File: src/design/rtch_pkg.sv
// constants, encodings and states of the rf tag command handler
package rtch_pkg;
    // command codes
    localparam logic [7:0] CMD_READ_MULTI = 8'h23;
    localparam logic [7:0] CMD_SELECT = 8'h25;
    localparam logic [7:0] CMD_RESET_READY = 8'h26;
    localparam logic [7:0] CMD_WRITE_AFI = 8'h27;
    // error codes and response flag bytes
    localparam logic [7:0] ERR_OPTION = 8'h03;
    localparam logic [7:0] ERR_GENERIC = 8'h0f;
    localparam logic [7:0] ERR_NO_BLOCK = 8'h10;
    localparam logic [7:0] ERR_LOCKED = 8'h12;
    localparam logic [7:0] ERR_PROG_FAIL = 8'h13;
    localparam logic [7:0] ERR_READ_PROT = 8'h15;
    localparam logic [7:0] RSP_FLAGS_OK = 8'h00;
    localparam logic [7:0] RSP_FLAGS_ERR = 8'h01;
    // request flag bit positions
    localparam int FLAG_PROT_EXT = 3;
    localparam int FLAG_SELECT = 4;
    localparam int FLAG_ADDRESS = 5;
    localparam int FLAG_OPTION = 6;
    localparam int FLAG_RFU = 7;
    // memory geometry
    localparam int BLK_W = 16;
    localparam int SEC_STAT_W = 5;
    localparam int NUM_BLOCKS_DEF = 512;
    localparam int SECTOR_BLOCKS_DEF = 32;
    // programming time: nominal response delay plus 18 periods of 302 us
    localparam int CLK_PERIOD_NS = 50;
    localparam int NOM_RESP_DELAY_NS = 50;
    localparam int PROG_PERIOD_US = 302;
    localparam int PROG_PERIODS = 18;
    localparam int PROG_NS = NOM_RESP_DELAY_NS
        + PROG_PERIODS * PROG_PERIOD_US * 1000;
    localparam int PROG_CYCLES_DEF = (PROG_NS + CLK_PERIOD_NS - 1)
        / CLK_PERIOD_NS;
    // register map, byte addresses on the wishbone bus
    localparam logic [7:0] REG_CTRL = 8'h00;
    localparam logic [7:0] REG_UID_LO = 8'h04;
    localparam logic [7:0] REG_UID_HI = 8'h08;
    localparam logic [7:0] REG_STATUS = 8'h0c;
    localparam int CTRL_BUSY_MODE_BIT = 0;
    localparam logic CTRL_BUSY_MODE_RESET = 1'b0;
    // arbitrary neutral identifier value
    localparam logic [63:0] UID_INIT_DEF = 64'h0000_0000_0000_0001;
    // handler states, gray along idle-exec-fetch-send-wait
    typedef enum logic [2:0] {
        S_IDLE = 3'b000,
        S_EXEC = 3'b001,
        S_FETCH = 3'b011,
        S_SEND = 3'b010,
        S_WAIT = 3'b110,
        S_PROG = 3'b111
    } rtch_state_t;
endpackage

File: src/design/rtch_cmd_handler.sv
// rf-side command handler: read multiple, select, reset to ready, write afi
//
// Added by the designer: register access over Wishbone and the placing of the registers.
`timescale 1ns/1ns
`default_nettype none
module rtch_cmd_handler #(
    parameter int NUM_BLOCKS = rtch_pkg::NUM_BLOCKS_DEF,
    parameter int SECTOR_BLOCKS = rtch_pkg::SECTOR_BLOCKS_DEF,
    parameter int PROG_CYCLES = rtch_pkg::PROG_CYCLES_DEF,
    parameter logic [63:0] UID_INIT = rtch_pkg::UID_INIT_DEF
) (
    // clock and reset
    input wire logic clk_i,
    input wire logic rst_i,
    // wishbone slave
    input wire logic wb_cyc_i,
    input wire logic wb_stb_i,
    input wire logic wb_we_i,
    input wire logic [7:0] wb_adr_i,
    input wire logic [3:0] wb_sel_i,
    input wire logic [31:0] wb_dat_i,
    output logic [31:0] wb_dat_o,
    output logic wb_ack_o,
    // decoded request from the frame layer
    input wire logic req_sof_i,
    input wire logic req_valid_i,
    input wire logic req_abort_i,
    input wire logic [7:0] req_flags_i,
    input wire logic [7:0] req_cmd_i,
    input wire logic [63:0] req_uid_i,
    input wire logic [rtch_pkg::BLK_W-1:0] req_block_i,
    input wire logic [7:0] req_count_i,
    input wire logic [7:0] req_afi_i,
    // response byte stream to the frame layer
    output logic rsp_valid_o,
    output logic [7:0] rsp_byte_o,
    output logic rsp_last_o,
    input wire logic rsp_ready_i,
    input wire logic rsp_done_i,
    // block memory read port
    output logic mem_rd_o,
    output logic [rtch_pkg::BLK_W-1:0] mem_addr_o,
    input wire logic mem_rvalid_i,
    input wire logic [31:0] mem_rdata_i,
    input wire logic [rtch_pkg::SEC_STAT_W-1:0] mem_sec_i,
    input wire logic mem_rdprot_i,
    // nonvolatile family identifier write
    output logic nvm_wr_o,
    output logic [7:0] nvm_data_o,
    input wire logic afi_locked_i,
    input wire logic nvm_done_i,
    input wire logic nvm_ok_i,
    // activity pin and tag state
    output logic rf_activity_pin_o,
    output logic rf_activity_pin_oe_o,
    output logic selected_o
);
    import rtch_pkg::*;

    localparam int TMR_W = $clog2(PROG_CYCLES + 1);
    localparam int SEC_SH = $clog2(SECTOR_BLOCKS);

    typedef struct packed {
        rtch_state_t state;
        logic selected;
        logic busy_mode;
        logic [63:0] uid;
        logic [7:0] flags;
        logic [7:0] cmd;
        logic [63:0] ruid;
        logic [BLK_W-1:0] blk;
        logic [7:0] cnt;
        logic [7:0] afi;
        logic first;
        logic [47:0] obuf;
        logic [2:0] ocnt;
        logic ovld;
        logic olast;
        logic final_chunk;
        logic mem_rd;
        logic nvm_wr;
        logic nvm_done;
        logic nvm_ok;
        logic [TMR_W-1:0] timer;
        logic act_oe;
        logic [7:0] last_err;
        logic wb_ack;
        logic [31:0] wb_dat;
    } rtch_regs_t;

    rtch_regs_t st;
    rtch_regs_t next_st;

    // request qualifiers, all from flops: captured fields, the uid register and the selected state
    logic uid_ok;
    logic skip;
    logic [BLK_W:0] last_blk;
    logic range_bad;
    logic crosses;
    assign uid_ok = st.ruid == st.uid;
    assign skip = (st.flags[FLAG_ADDRESS] && !uid_ok)
        || (st.flags[FLAG_SELECT] && !st.selected);
    assign last_blk = {1'b0, st.blk} + {{(BLK_W + 1 - 8){1'b0}}, st.cnt};
    assign range_bad = last_blk >= (BLK_W + 1)'(NUM_BLOCKS);
    // same sector means same upper block bits at both ends
    assign crosses = (last_blk >> SEC_SH) != ({1'b0, st.blk} >> SEC_SH);

    // outputs are flops, plain slices of flops or a constant
    assign wb_dat_o = st.wb_dat;
    assign wb_ack_o = st.wb_ack;
    assign rsp_valid_o = st.ovld;
    assign rsp_byte_o = st.obuf[7:0];
    assign rsp_last_o = st.olast;
    assign mem_rd_o = st.mem_rd;
    assign mem_addr_o = st.blk;
    assign nvm_wr_o = st.nvm_wr;
    assign nvm_data_o = st.afi;
    assign rf_activity_pin_o = 1'b0; // pin is only ever pulled low
    assign rf_activity_pin_oe_o = st.act_oe;
    assign selected_o = st.selected;

    // next-state logic for bus, handler and pin
    always_comb begin
        logic ld;
        logic ld_final;
        logic [47:0] ld_buf;
        logic [2:0] ld_cnt;
        logic [39:0] body;
        logic [2:0] bcnt;
        ld = 1'b0;
        ld_final = 1'b0;
        ld_buf = 48'h0;
        ld_cnt = 3'd0;
        body = 40'h0;
        bcnt = 3'd0;
        next_st = st;
        next_st.mem_rd = 1'b0;
        next_st.nvm_wr = 1'b0;

        // wishbone: ack one cycle after the strobe, write at the ack edge
        next_st.wb_ack = wb_cyc_i && wb_stb_i && !st.wb_ack;
        next_st.wb_dat = 32'h0;
        if (wb_cyc_i && wb_stb_i && !st.wb_ack && !wb_we_i) begin
            case (wb_adr_i)
                REG_CTRL: next_st.wb_dat = {31'h0, st.busy_mode};
                REG_UID_LO: next_st.wb_dat = st.uid[31:0];
                REG_UID_HI: next_st.wb_dat = st.uid[63:32];
                REG_STATUS: next_st.wb_dat = {16'h0, st.last_err, 3'b000,
                    st.state, st.selected, st.act_oe};
                default: next_st.wb_dat = 32'h0;
            endcase
        end
        if (wb_cyc_i && wb_stb_i && wb_we_i && st.wb_ack) begin
            for (int i = 0; i < 4; i++) begin
                if (wb_sel_i[i]) begin
                    case (wb_adr_i)
                        REG_UID_LO: next_st.uid[i*8 +: 8] = wb_dat_i[i*8 +: 8];
                        REG_UID_HI: next_st.uid[32+i*8 +: 8] =
                            wb_dat_i[i*8 +: 8];
                        default: ;
                    endcase
                end
            end
            if (wb_adr_i == REG_CTRL && wb_sel_i[0]) begin
                next_st.busy_mode = wb_dat_i[CTRL_BUSY_MODE_BIT];
            end
        end

        // response shifter, one byte per accepted handshake
        if (st.ovld && rsp_ready_i) begin
            next_st.obuf = st.obuf >> 8;
            next_st.ocnt = st.ocnt - 3'd1;
            next_st.ovld = st.ocnt != 3'd1;
            next_st.olast = st.final_chunk && st.ocnt == 3'd2;
        end

        // program completion is sticky so a done pulse is never missed
        if (nvm_done_i) begin
            next_st.nvm_done = 1'b1;
            next_st.nvm_ok = nvm_ok_i;
        end
        if (st.timer != '0) begin
            next_st.timer = st.timer - 1'b1;
        end

        // command sequencing
        case (st.state)
            S_IDLE: begin
                if (req_valid_i) begin
                    next_st.flags = req_flags_i;
                    next_st.cmd = req_cmd_i;
                    next_st.ruid = req_uid_i;
                    next_st.blk = req_block_i;
                    next_st.cnt = req_count_i;
                    next_st.afi = req_afi_i;
                    next_st.state = S_EXEC;
                end
            end
            S_EXEC: begin
                next_st.state = S_IDLE;
                case (st.cmd)
                    CMD_SELECT: begin
                        if (!uid_ok) begin
                            next_st.selected = 1'b0;
                        end else if (st.flags[FLAG_RFU]) begin
                            ld = 1'b1;
                            ld_buf = {32'h0, ERR_OPTION, RSP_FLAGS_ERR};
                        end else begin
                            next_st.selected = 1'b1;
                            ld = 1'b1;
                            ld_buf = {40'h0, RSP_FLAGS_OK};
                        end
                    end
                    CMD_RESET_READY: begin
                        if (skip) begin
                            next_st.state = S_IDLE;
                        end else if (st.flags[FLAG_RFU]) begin
                            ld = 1'b1;
                            ld_buf = {32'h0, ERR_OPTION, RSP_FLAGS_ERR};
                        end else begin
                            next_st.selected = 1'b0;
                            ld = 1'b1;
                            ld_buf = {40'h0, RSP_FLAGS_OK};
                        end
                    end
                    CMD_READ_MULTI: begin
                        if (skip) begin
                            next_st.state = S_IDLE;
                        end else if (!st.flags[FLAG_PROT_EXT]) begin
                            ld = 1'b1;
                            ld_buf = {32'h0, ERR_GENERIC, RSP_FLAGS_ERR};
                        end else if (range_bad) begin
                            ld = 1'b1;
                            ld_buf = {32'h0, ERR_NO_BLOCK, RSP_FLAGS_ERR};
                        end else if (crosses) begin
                            ld = 1'b1;
                            ld_buf = {32'h0, ERR_GENERIC, RSP_FLAGS_ERR};
                        end else begin
                            // field holds blocks minus one
                            next_st.cnt = st.cnt + 8'h01;
                            next_st.first = 1'b1;
                            next_st.mem_rd = 1'b1;
                            next_st.state = S_FETCH;
                        end
                    end
                    CMD_WRITE_AFI: begin
                        if (skip) begin
                            next_st.state = S_IDLE;
                        end else if (afi_locked_i) begin
                            ld = 1'b1;
                            ld_buf = {32'h0, ERR_LOCKED, RSP_FLAGS_ERR};
                        end else begin
                            next_st.nvm_wr = 1'b1;
                            next_st.nvm_done = nvm_done_i;
                            next_st.timer = TMR_W'(PROG_CYCLES);
                            next_st.state = S_PROG;
                        end
                    end
                    default: next_st.state = S_IDLE;
                endcase
                ld_cnt = (ld_buf[7:0] == RSP_FLAGS_ERR) ? 3'd2 : 3'd1;
                ld_final = 1'b1;
            end
            S_FETCH: begin
                if (mem_rvalid_i) begin
                    if (st.first && mem_rdprot_i) begin
                        ld = 1'b1;
                        ld_buf = {32'h0, ERR_READ_PROT, RSP_FLAGS_ERR};
                        ld_cnt = 3'd2;
                        ld_final = 1'b1;
                    end else begin
                        // top three bits of the security byte stay zero
                        if (st.flags[FLAG_OPTION]) begin
                            body = {mem_rdata_i, 3'b000, mem_sec_i};
                            bcnt = 3'd5;
                        end else begin
                            body = {8'h0, mem_rdata_i};
                            bcnt = 3'd4;
                        end
                        ld = 1'b1;
                        ld_buf = st.first ? {body, RSP_FLAGS_OK}
                            : {8'h0, body};
                        ld_cnt = st.first ? bcnt + 3'd1 : bcnt;
                        ld_final = st.cnt == 8'h01;
                        next_st.cnt = st.cnt - 8'h01;
                        next_st.blk = st.blk + 16'h0001;
                        next_st.first = 1'b0;
                    end
                end
            end
            S_SEND: begin
                if (st.ovld && rsp_ready_i && st.ocnt == 3'd1) begin
                    if (st.final_chunk) begin
                        next_st.state = S_WAIT;
                    end else begin
                        next_st.mem_rd = 1'b1;
                        next_st.state = S_FETCH;
                    end
                end
            end
            S_WAIT: begin
                if (rsp_done_i) begin
                    next_st.state = S_IDLE;
                end
            end
            S_PROG: begin
                // reply waits for both the cell and the quiet time
                if (st.timer == '0 && st.nvm_done) begin
                    ld = 1'b1;
                    ld_buf = st.nvm_ok ? {40'h0, RSP_FLAGS_OK}
                        : {32'h0, ERR_PROG_FAIL, RSP_FLAGS_ERR};
                    ld_cnt = st.nvm_ok ? 3'd1 : 3'd2;
                    ld_final = 1'b1;
                end
            end
            default: next_st.state = S_IDLE;
        endcase

        if (ld) begin
            next_st.obuf = ld_buf;
            next_st.ocnt = ld_cnt;
            next_st.ovld = 1'b1;
            next_st.final_chunk = ld_final;
            next_st.olast = ld_final && ld_cnt == 3'd1;
            next_st.state = S_SEND;
            if (ld_buf[7:0] == RSP_FLAGS_ERR) begin
                next_st.last_err = ld_buf[15:8];
            end
        end

        // activity pin; silent endings release it as well
        if (next_st.busy_mode) begin
            if ((st.state != S_IDLE && next_st.state == S_IDLE)
                || (st.state == S_IDLE && req_abort_i)) begin
                next_st.act_oe = 1'b0;
            end else if (req_sof_i) begin
                next_st.act_oe = 1'b1;
            end
        end else begin
            // floats except while a family write is programming
            next_st.act_oe = next_st.state == S_PROG;
        end
    end

    // the whole state in one register
    always_ff @(posedge clk_i) begin
        if (rst_i) begin
            st <= '0;
            st.uid <= UID_INIT;
            st.busy_mode <= CTRL_BUSY_MODE_RESET;
        end else begin
            st <= next_st;
        end
    end
endmodule
`default_nettype wire

File: config.mk
export PLATFORM = sky130hd
export DESIGN_NAME = rtch_cmd_handler
export DESIGN_NICKNAME = d
export VERILOG_FILES = /design/src/design/rtch_pkg.sv /design/src/design/rtch_cmd_handler.sv
export SDC_FILE = /design/constraint.sdc
export NUM_CORES = 1
export LEC_CHECK = 0
export BUFFER_PORTS_ARGS = -buffer_cell sky130_fd_sc_hd__clkbuf_2
export CAP_MARGIN = 20
export CORE_MARGIN = 2
export CORE_UTILIZATION = 55
export CTS_BUF_LIST = sky130_fd_sc_hd__clkbuf_8 sky130_fd_sc_hd__clkbuf_16
export DETAILED_ROUTE_END_ITERATION = 6
export PLACE_DENSITY = 0.77
export SETUP_SLACK_MARGIN = 0.05
export SLEW_MARGIN = 20
export SYNTH_ARGS = -nofsm -noshare
export SYNTH_HDL_FRONTEND = slang
export SYNTH_SLANG_ARGS = --single-unit
File: constraint.sdc
create_clock -name clk_i -period 4.5 [get_ports clk_i]
set_clock_uncertainty 0.15 [all_clocks]
set_input_delay 0.45 -clock clk_i [delete_from_list [all_inputs] [get_ports clk_i]]
set_output_delay 0.45 -clock clk_i [all_outputs]
set_load 0.01 [all_outputs]
==> out/results.ini, run 1 <==
[drt]
wire_per_inst_um = 19.0
via_per_inst = 5.99
antenna_left = 0
vias = 14544
drt_wl_total_um = 46200
drcViolationCount = 0
drt_iter0_drc = 1416
firstDrtPassIters = 5

[yosys]
postSynthNetCount = 2037
synth_top_area_cell = dfxtp_1
ys_async_sr_fraction_pct = 0
synth_edf_count = 0
synth-seq-cells = 296
yosysSeqAreaShare_pct = 39.0
synth_top_area_share_pct = 39.0
synth.distinct_cells = 87
ys.warnings.count = 0
synthFlopType = dfxtp_1
netlist_area_um2 = 15200
yosys-top-cells-area = dfxtp_1, nand2_1, nor2_1
syn_avg_cell_area_um2 = 8.39
postSynthCellCount = 1811

[grt]
globalRouteOverflowTotal = 0
grt_pass1_vias = 13645
grt_antenna_before_repair = 4
grt_pass1_wl_um = 71600
grt_usage_pct = 30.8
grt_max_degree = 109

[finish]
fillers = 2035
regArea_um2 = 5930
finalNonFillerCells = 2430
area_delta_synth_final_pct = 21.4
drive_above_1_share_pct = 21.8
final_util_pct = 68.3
multi_input_area_um2 = 8040
nNetsFinal = 2288

[floorplanning]
fp.dieH_um = 170
chipWidth_um = 170
start_util_pct = 56.2
die_area_um2 = 29000
ios = 280
core_um2 = 27000
rows = 60

[flow_run]
maxCapViolCount = 0

[critical_path]
timing.critical_path.from_type = register
crit_chain = ha_1 > fa_1 > a211oi_2 > o211ai_1 > a2111oi_2 > a41oi_2 > nor4_4 > a31oi_2 > o21ai_4 > o21ai_1 > a32o_1
end_kind = register
crit_buf_inv = 0
r2r_setup_slack_ps = 840
path_class = register to register
cp_max_fo = 14
slowest_stage = a2111oi_2
arrival_ps = 3960
cpPeakStageDelay_ps = 420
crit_required_ps = 4800
crit_family = compound AO/OA/AOI/OAI gates

[place]
port_buffers = 275
dpl.cell_count = 2251
hpwl_um = 30500
dp_slack_ps = 839
place_congestion = 0.893

[sta]
setup_violations = 0
setup_ws_ps = 835
fmax_mhz = 273
fin_crit_ps = 3660
period_share_pct = 81.4
relSlewSlack_pct = 31.9
hold_viol_final = 0
slew_viol_final = 0
tns_ps = 0
rsz0062_at_grt = false
worstMarginPinSlew_ps = 1020

[clocking]
numCtsBuffers = 31
cts_num_sinks = 296
cts_buffer_depth = 3
clk_pin_slew_worst_paths_ps = 70
clk-insertion-delay-late_ps = 570
clock-root-buffer = clkbuf_16
tritoncts = yes
htreeDepth = 1
cts_setup_buffers = 0

[pwr]
power_uw = 6490
powerDensity_nw_per_um2 = 352
power_leakage_uw = 0.00703
max-vdd-ir-drop_mv = 0.335

[run_status]
status = finished clean

[worst_hold_path]
hp-class = input port to register

-- kinds of logic (layout without fill, tap and decap cells) --
| logic type | Yosys count | count (layout) | synth area share, % |
|---|---|---|---|
| AO/OA/AOI/OAI | 415 | 415 | 19.8 |
| XOR/XNOR | 89 | 89 | 5.13 |
| adder cells (fa/ha/maj) | 19 | 19 | 1.60 |
| buffers and inverters | 247 | 523 | 8.20 |
| flip-flops | 296 | 296 | 39.0 |
| multiplexers | 110 | 110 | 7.56 |
| other | 1 | 3 | 0.0247 |
| AND/OR/NAND/NOR | 634 | 634 | 18.7 |
-- state kept, by name, summed over array words and instances (netlist names) --
register and cells:
nvm_wr_o 1, nvm_data_o 8, mem_addr_o 16, rf_activity_pin_oe_o 1, rsp_byte_o 8, wb_dat_o 32, wb_ack_o 1, mem_rd_o 1
rsp_valid_o 1, st 225, selected_o 1, rsp_last_o 1
-- layer usage --
| layer | GRT usage [%] | up-vias | part of all wire (%) |
|---|---|---|---|
| li1 | - | 6773 | - |
| met1 | 40.7 | 6859 | 41 |
| met2 | 49.8 | 733 | 46 |
| met3 | 5.86 | 177 | 8.4 |
| met4 | 12.4 | 2 | 4.2 |
| met5 | 0 | - | 0.028 |
-- worst paths after layout --
kind                     from  endpoint  depth (start not counted)
setup / recovery      st[126]   st[131]                         11
hold / removal    wb_dat_i[5]   st[267]                          3
setup reg to reg      st[126]   st[131]                         11
hold reg to reg       st[219]   st[219]                          2
-- tightest hold or removal path: stages --
cell and delay, ps:
clkbuf_2 90, mux2i_1 60, nor2_1 90
-- area by class of cell --
cell class / count / area share [%]
Clock inverter: 24 / 1.54
Clock buffer: 34 / 4.43
Timing Repair Buffer: 414 / 14.9
Multi-Input combinational cell: 1268 / 43.6
Antenna cell: 2 / 0.0271
Inverter: 51 / 1.04
Tap cell: 341 / 2.31
Sequential cell: 296 / 32.1
-- cell usage after synthesis, drive strengths merged (23+ instances only) --
| cell type | n |
|---|---|
| buf | 92 |
| a22oi | 46 |
| nor2 | 215 |
| nand2 | 249 |
| mux2i | 80 |
| xnor2 | 82 |
| nor3 | 39 |
| nand3 | 24 |
| nand4 | 23 |
| mux2 | 29 |
| clkbuf | 104 |
| o21ai | 60 |
| dfxtp | 296 |
| a211oi | 38 |
| a21oi | 152 |
| inv | 51 |
-- timing repair --
item | CTS | global route
endpoints found under the hold margin | 128 | 1
gates resized for setup | 0 | 0
hold buffers | 118 | 1
-- cells in the final DEF (no fill, tap or decap), types with 6 or more instances in the layout --
cell type	Yosys	layout
dfxtp_1	296	295
and3_1	16	16
a31oi_1	6	6
o21ai_0	43	43
a2bb2oi_1	12	12
nand4_1	22	22
bufinv_16	0	6
a221oi_1	7	7
clkbuf_2	0	274
nor3_1	38	38
clkbuf_16	0	31
a211oi_2	28	28
mux2i_1	80	80
nor2_1	214	214
ha_1	17	17
nor2b_1	8	8
buf_4	68	18
o21ai_1	13	13
o22a_1	11	11
a22oi_1	46	46
clkinv_2	0	8
inv_1	51	55
nand3_1	24	24
xor2_1	7	7
a211oi_1	10	10
o211ai_1	14	14
nor4_1	15	15
a32oi_1	8	8
xnor2_1	82	82
mux2_2	29	29
a221oi_2	12	12
o22ai_1	7	7
nand2b_1	11	11
nand2_1	247	246
dlygate4sd3_1	0	119
a21oi_1	148	148
-- power breakdown --
group	internal (µW)	switching [µW]	leakage, µW
sequential	2720	111	0.00240
clock	1650	1120	0.000554
combinational	411	485	0.00407
total	4780	1710	0.00703
-- through the flow --
stage | hold slack (ps) | cell area [µm²]
after floorplan | 282 | 15200
after global placement | 288 | 16100
after detailed placement | 297 | 16100
after CTS | 0.446 | 18400
after global routing | 3.64 | 18400
final | 12.9 | 18400
Note: power is estimated with default switching activity, not from simulation.
==> run 2, diff against run 1 <==
--- a/config.mk
+++ b/config.mk
@@ -8,10 +8,10 @@
 export BUFFER_PORTS_ARGS = -buffer_cell sky130_fd_sc_hd__clkbuf_2
 export CAP_MARGIN = 20
 export CORE_MARGIN = 2
-export CORE_UTILIZATION = 55
+export CORE_UTILIZATION = 51
 export CTS_BUF_LIST = sky130_fd_sc_hd__clkbuf_8 sky130_fd_sc_hd__clkbuf_16
 export DETAILED_ROUTE_END_ITERATION = 6
-export PLACE_DENSITY = 0.77
+export PLACE_DENSITY = 0.75
 export SETUP_SLACK_MARGIN = 0.05
 export SLEW_MARGIN = 20
 export SYNTH_ARGS = -nofsm -noshare
==> constraint.sdc (replaced) <==
create_clock -name clk_i -period 3.02 [get_ports clk_i]
set_clock_uncertainty 0.15 [all_clocks]
set_input_delay 0.302 -clock clk_i [delete_from_list [all_inputs] [get_ports clk_i]]
set_output_delay 0.302 -clock clk_i [all_outputs]
set_load 0.01 [all_outputs]
==> run 2 against run 1 <==
Compared with the run above:
- the flow now finishes with violations (negative setup slack)
- global-route usage grew 0.49 points
- sequential power grew 48%
- first-iteration DRC count shrank 11%
- utilization grew 0.54 points
- count of clock-buffer cells in the layout grew 6
- cell area grew 10%
- critical path type unchanged
- largest cell class unchanged
==> out/results.ini, run 2 (same netlist as run 1, synthesis figures left out) <==
[floorplanning]
fp.dieH_um = 177
die_area_um2 = 31200
start_util_pct = 51.6
rows = 63
core_um2 = 29500
ios = 280
chipWidth_um = 177

[finish]
regMostFlops = st
design_area_um2 = 20300
largest_reg_flops = 225
finalNonFillerCells = 2634
multi_input_area_um2 = 8430
fillers = 2281
area_delta_synth_final_pct = 33.4
layout_common_cells = dfxtp_1, clkbuf_2, nand2_1
regArea_um2 = 5930
drive_above_1_share_pct = 28.5
final_common_cell = dfxtp_1
nNetsFinal = 2441

[drt]
antenna_left = 0
firstDrtPassIters = 5
drt_iter0_drc = 1260
via_per_inst = 5.81
drcViolationCount = 0
wire_per_inst_um = 19.4
drt_wl_total_um = 51200
vias = 15295

[clocking]
clock-root-buffer = clkbuf_16
htreeDepth = 2
clk-insertion-delay-late_ps = 520
numCtsBuffers = 34
clk_pin_slew_worst_paths_ps = 70
tritoncts = yes
cts_buffer_depth = 3
cts_num_sinks = 296

[grt]
grt_pass1_wl_um = 78300
grt_usage_pct = 31.3
grt_pass1_vias = 15180
globalRouteOverflowTotal = 0
grt_antenna_before_repair = 2
grt_max_degree = 203

[sta]
slew_viol_final = 0
relSlewSlack_pct = 30.1
setup_ws_ps = -372
worstMarginPinSlew_ps = 1050
rsz0062_at_grt = true
period_share_pct = 112
fmax_mhz = 295
hold_viol_final = 0
fin_crit_ps = 3390
tns_ps = -14450
setup_violations = 75

[pwr]
power_leakage_uw = 0.00795
max-vdd-ir-drop_mv = 0.345
switchingPower_uw = 2660
p_seq_share_pct = 42.8
pwr-share-comb_pct = 15.4
p_int_uw = 7150
sw_frac_of_total_pct = 27.1
powerDensity_nw_per_um2 = 484
p_clk_share_pct = 41.8

[place]
dpl.cell_count = 2409
place_congestion = 0.936
dp_slack_ps = -246
hpwl_um = 33100
port_buffers = 275
post_dp_cell_area_um2 = 17100

[critical_path]
end_kind = register
crit_required_ps = 3290
cp-startpoint = st[289]
reg2regPathDepth = 15
cp_max_fo = 7
arrival_ps = 3660
timing.critical_path.from_type = register
path_class = register to register
r2r-start = st[289]

[worst_hold_path]
whs_path_depth = 4
hp-class = input port to register
worstHoldStart = req_count_i[5]

[run_status]
violations = negative setup slack
status = finished with violations

[flow_run]
maxCapViolCount = 0

-- run 2: cell types whose count changed in the layout (fill, tap and decap cells not counted), sizes merged, moves of 2 or more --
cell,change
buf,+126
dlygate4sd3,+19
clkbuf,+7
inv,+7
bufinv,-4
clkinv,-4
o21a,+3
clkinvlp,-2
diode,+2
-- run 2: worst paths after layout --
kind	end	slack [ps]
worst max-delay path	st[102]	-370
worst max register to register	st[102]	-370
worst min register to register	nvm_data_o[4]	300
worst min-delay path	st[131]	3
-- run 2: metal layers --
metal  GRT usage, %  vias to the layer above  routed length (µm)
met2           51.2                      799               23800
met4           16.3                        0                2710
met3           5.93                      183                4270
met1           39.3                     7242               20400
li1               -                     7071                   -
met5              0                        -                   0
-- run 2: power groups by stage --
stage	sequential, µW	clock, µW	combinational (µW)
after floorplan	4240	0	870
after global placement	4270	0	1270
after detailed placement	4280	0	1290
after CTS	4190	4090	1470
after global routing	4220	4300	1640
final	4200	4100	1510
-- run 2: area by class of cell --
cell class	instances	share of cell area (%)
multi-input combinational	1272	41.6
sequential	296	29.2
timing repair buffer	560	20.4
clock buffer	40	4.60
tap	390	2.41
inverter	51	0.944
clock inverter	21	0.827
antenna	4	0.0494
-- run 2: repair_timing --
item / in CTS / in global routing
endpoints found under the hold margin: 169 / 0
resized for setup: 48 / 43
setup buffers: 13 / 5
hold buffers: 138 / 0
pin swaps: 25 / 51
gates cloned: 6 / 1
setup endpoints to repair: 76 / 86
-- run 2: worst max-delay path: stages, from the launching register on --
cell,delay [ps]
dfxtp_1,340
xnor2_1,310
nand4_1,210
nor4_2,310
buf_4,170
nand4_2,130
buf_4,210
o22ai_2,200
buf_4,140
a21oi_2,150
o21ai_4,150
buf_12,180
nor2_8,50
buf_12,140
buf_16,130
a211oi_2,300
-- run 2: through the flow --
stage	hold slack, ps	utilization [%]	total power (µW)
floorplan	236	-	5110
global placement	290	58.2	5540
detailed placement	299	58.2	5570
CTS	1.19	68.0	9760
global route	33.8	68.8	10200
finish	3.33	68.8	9820
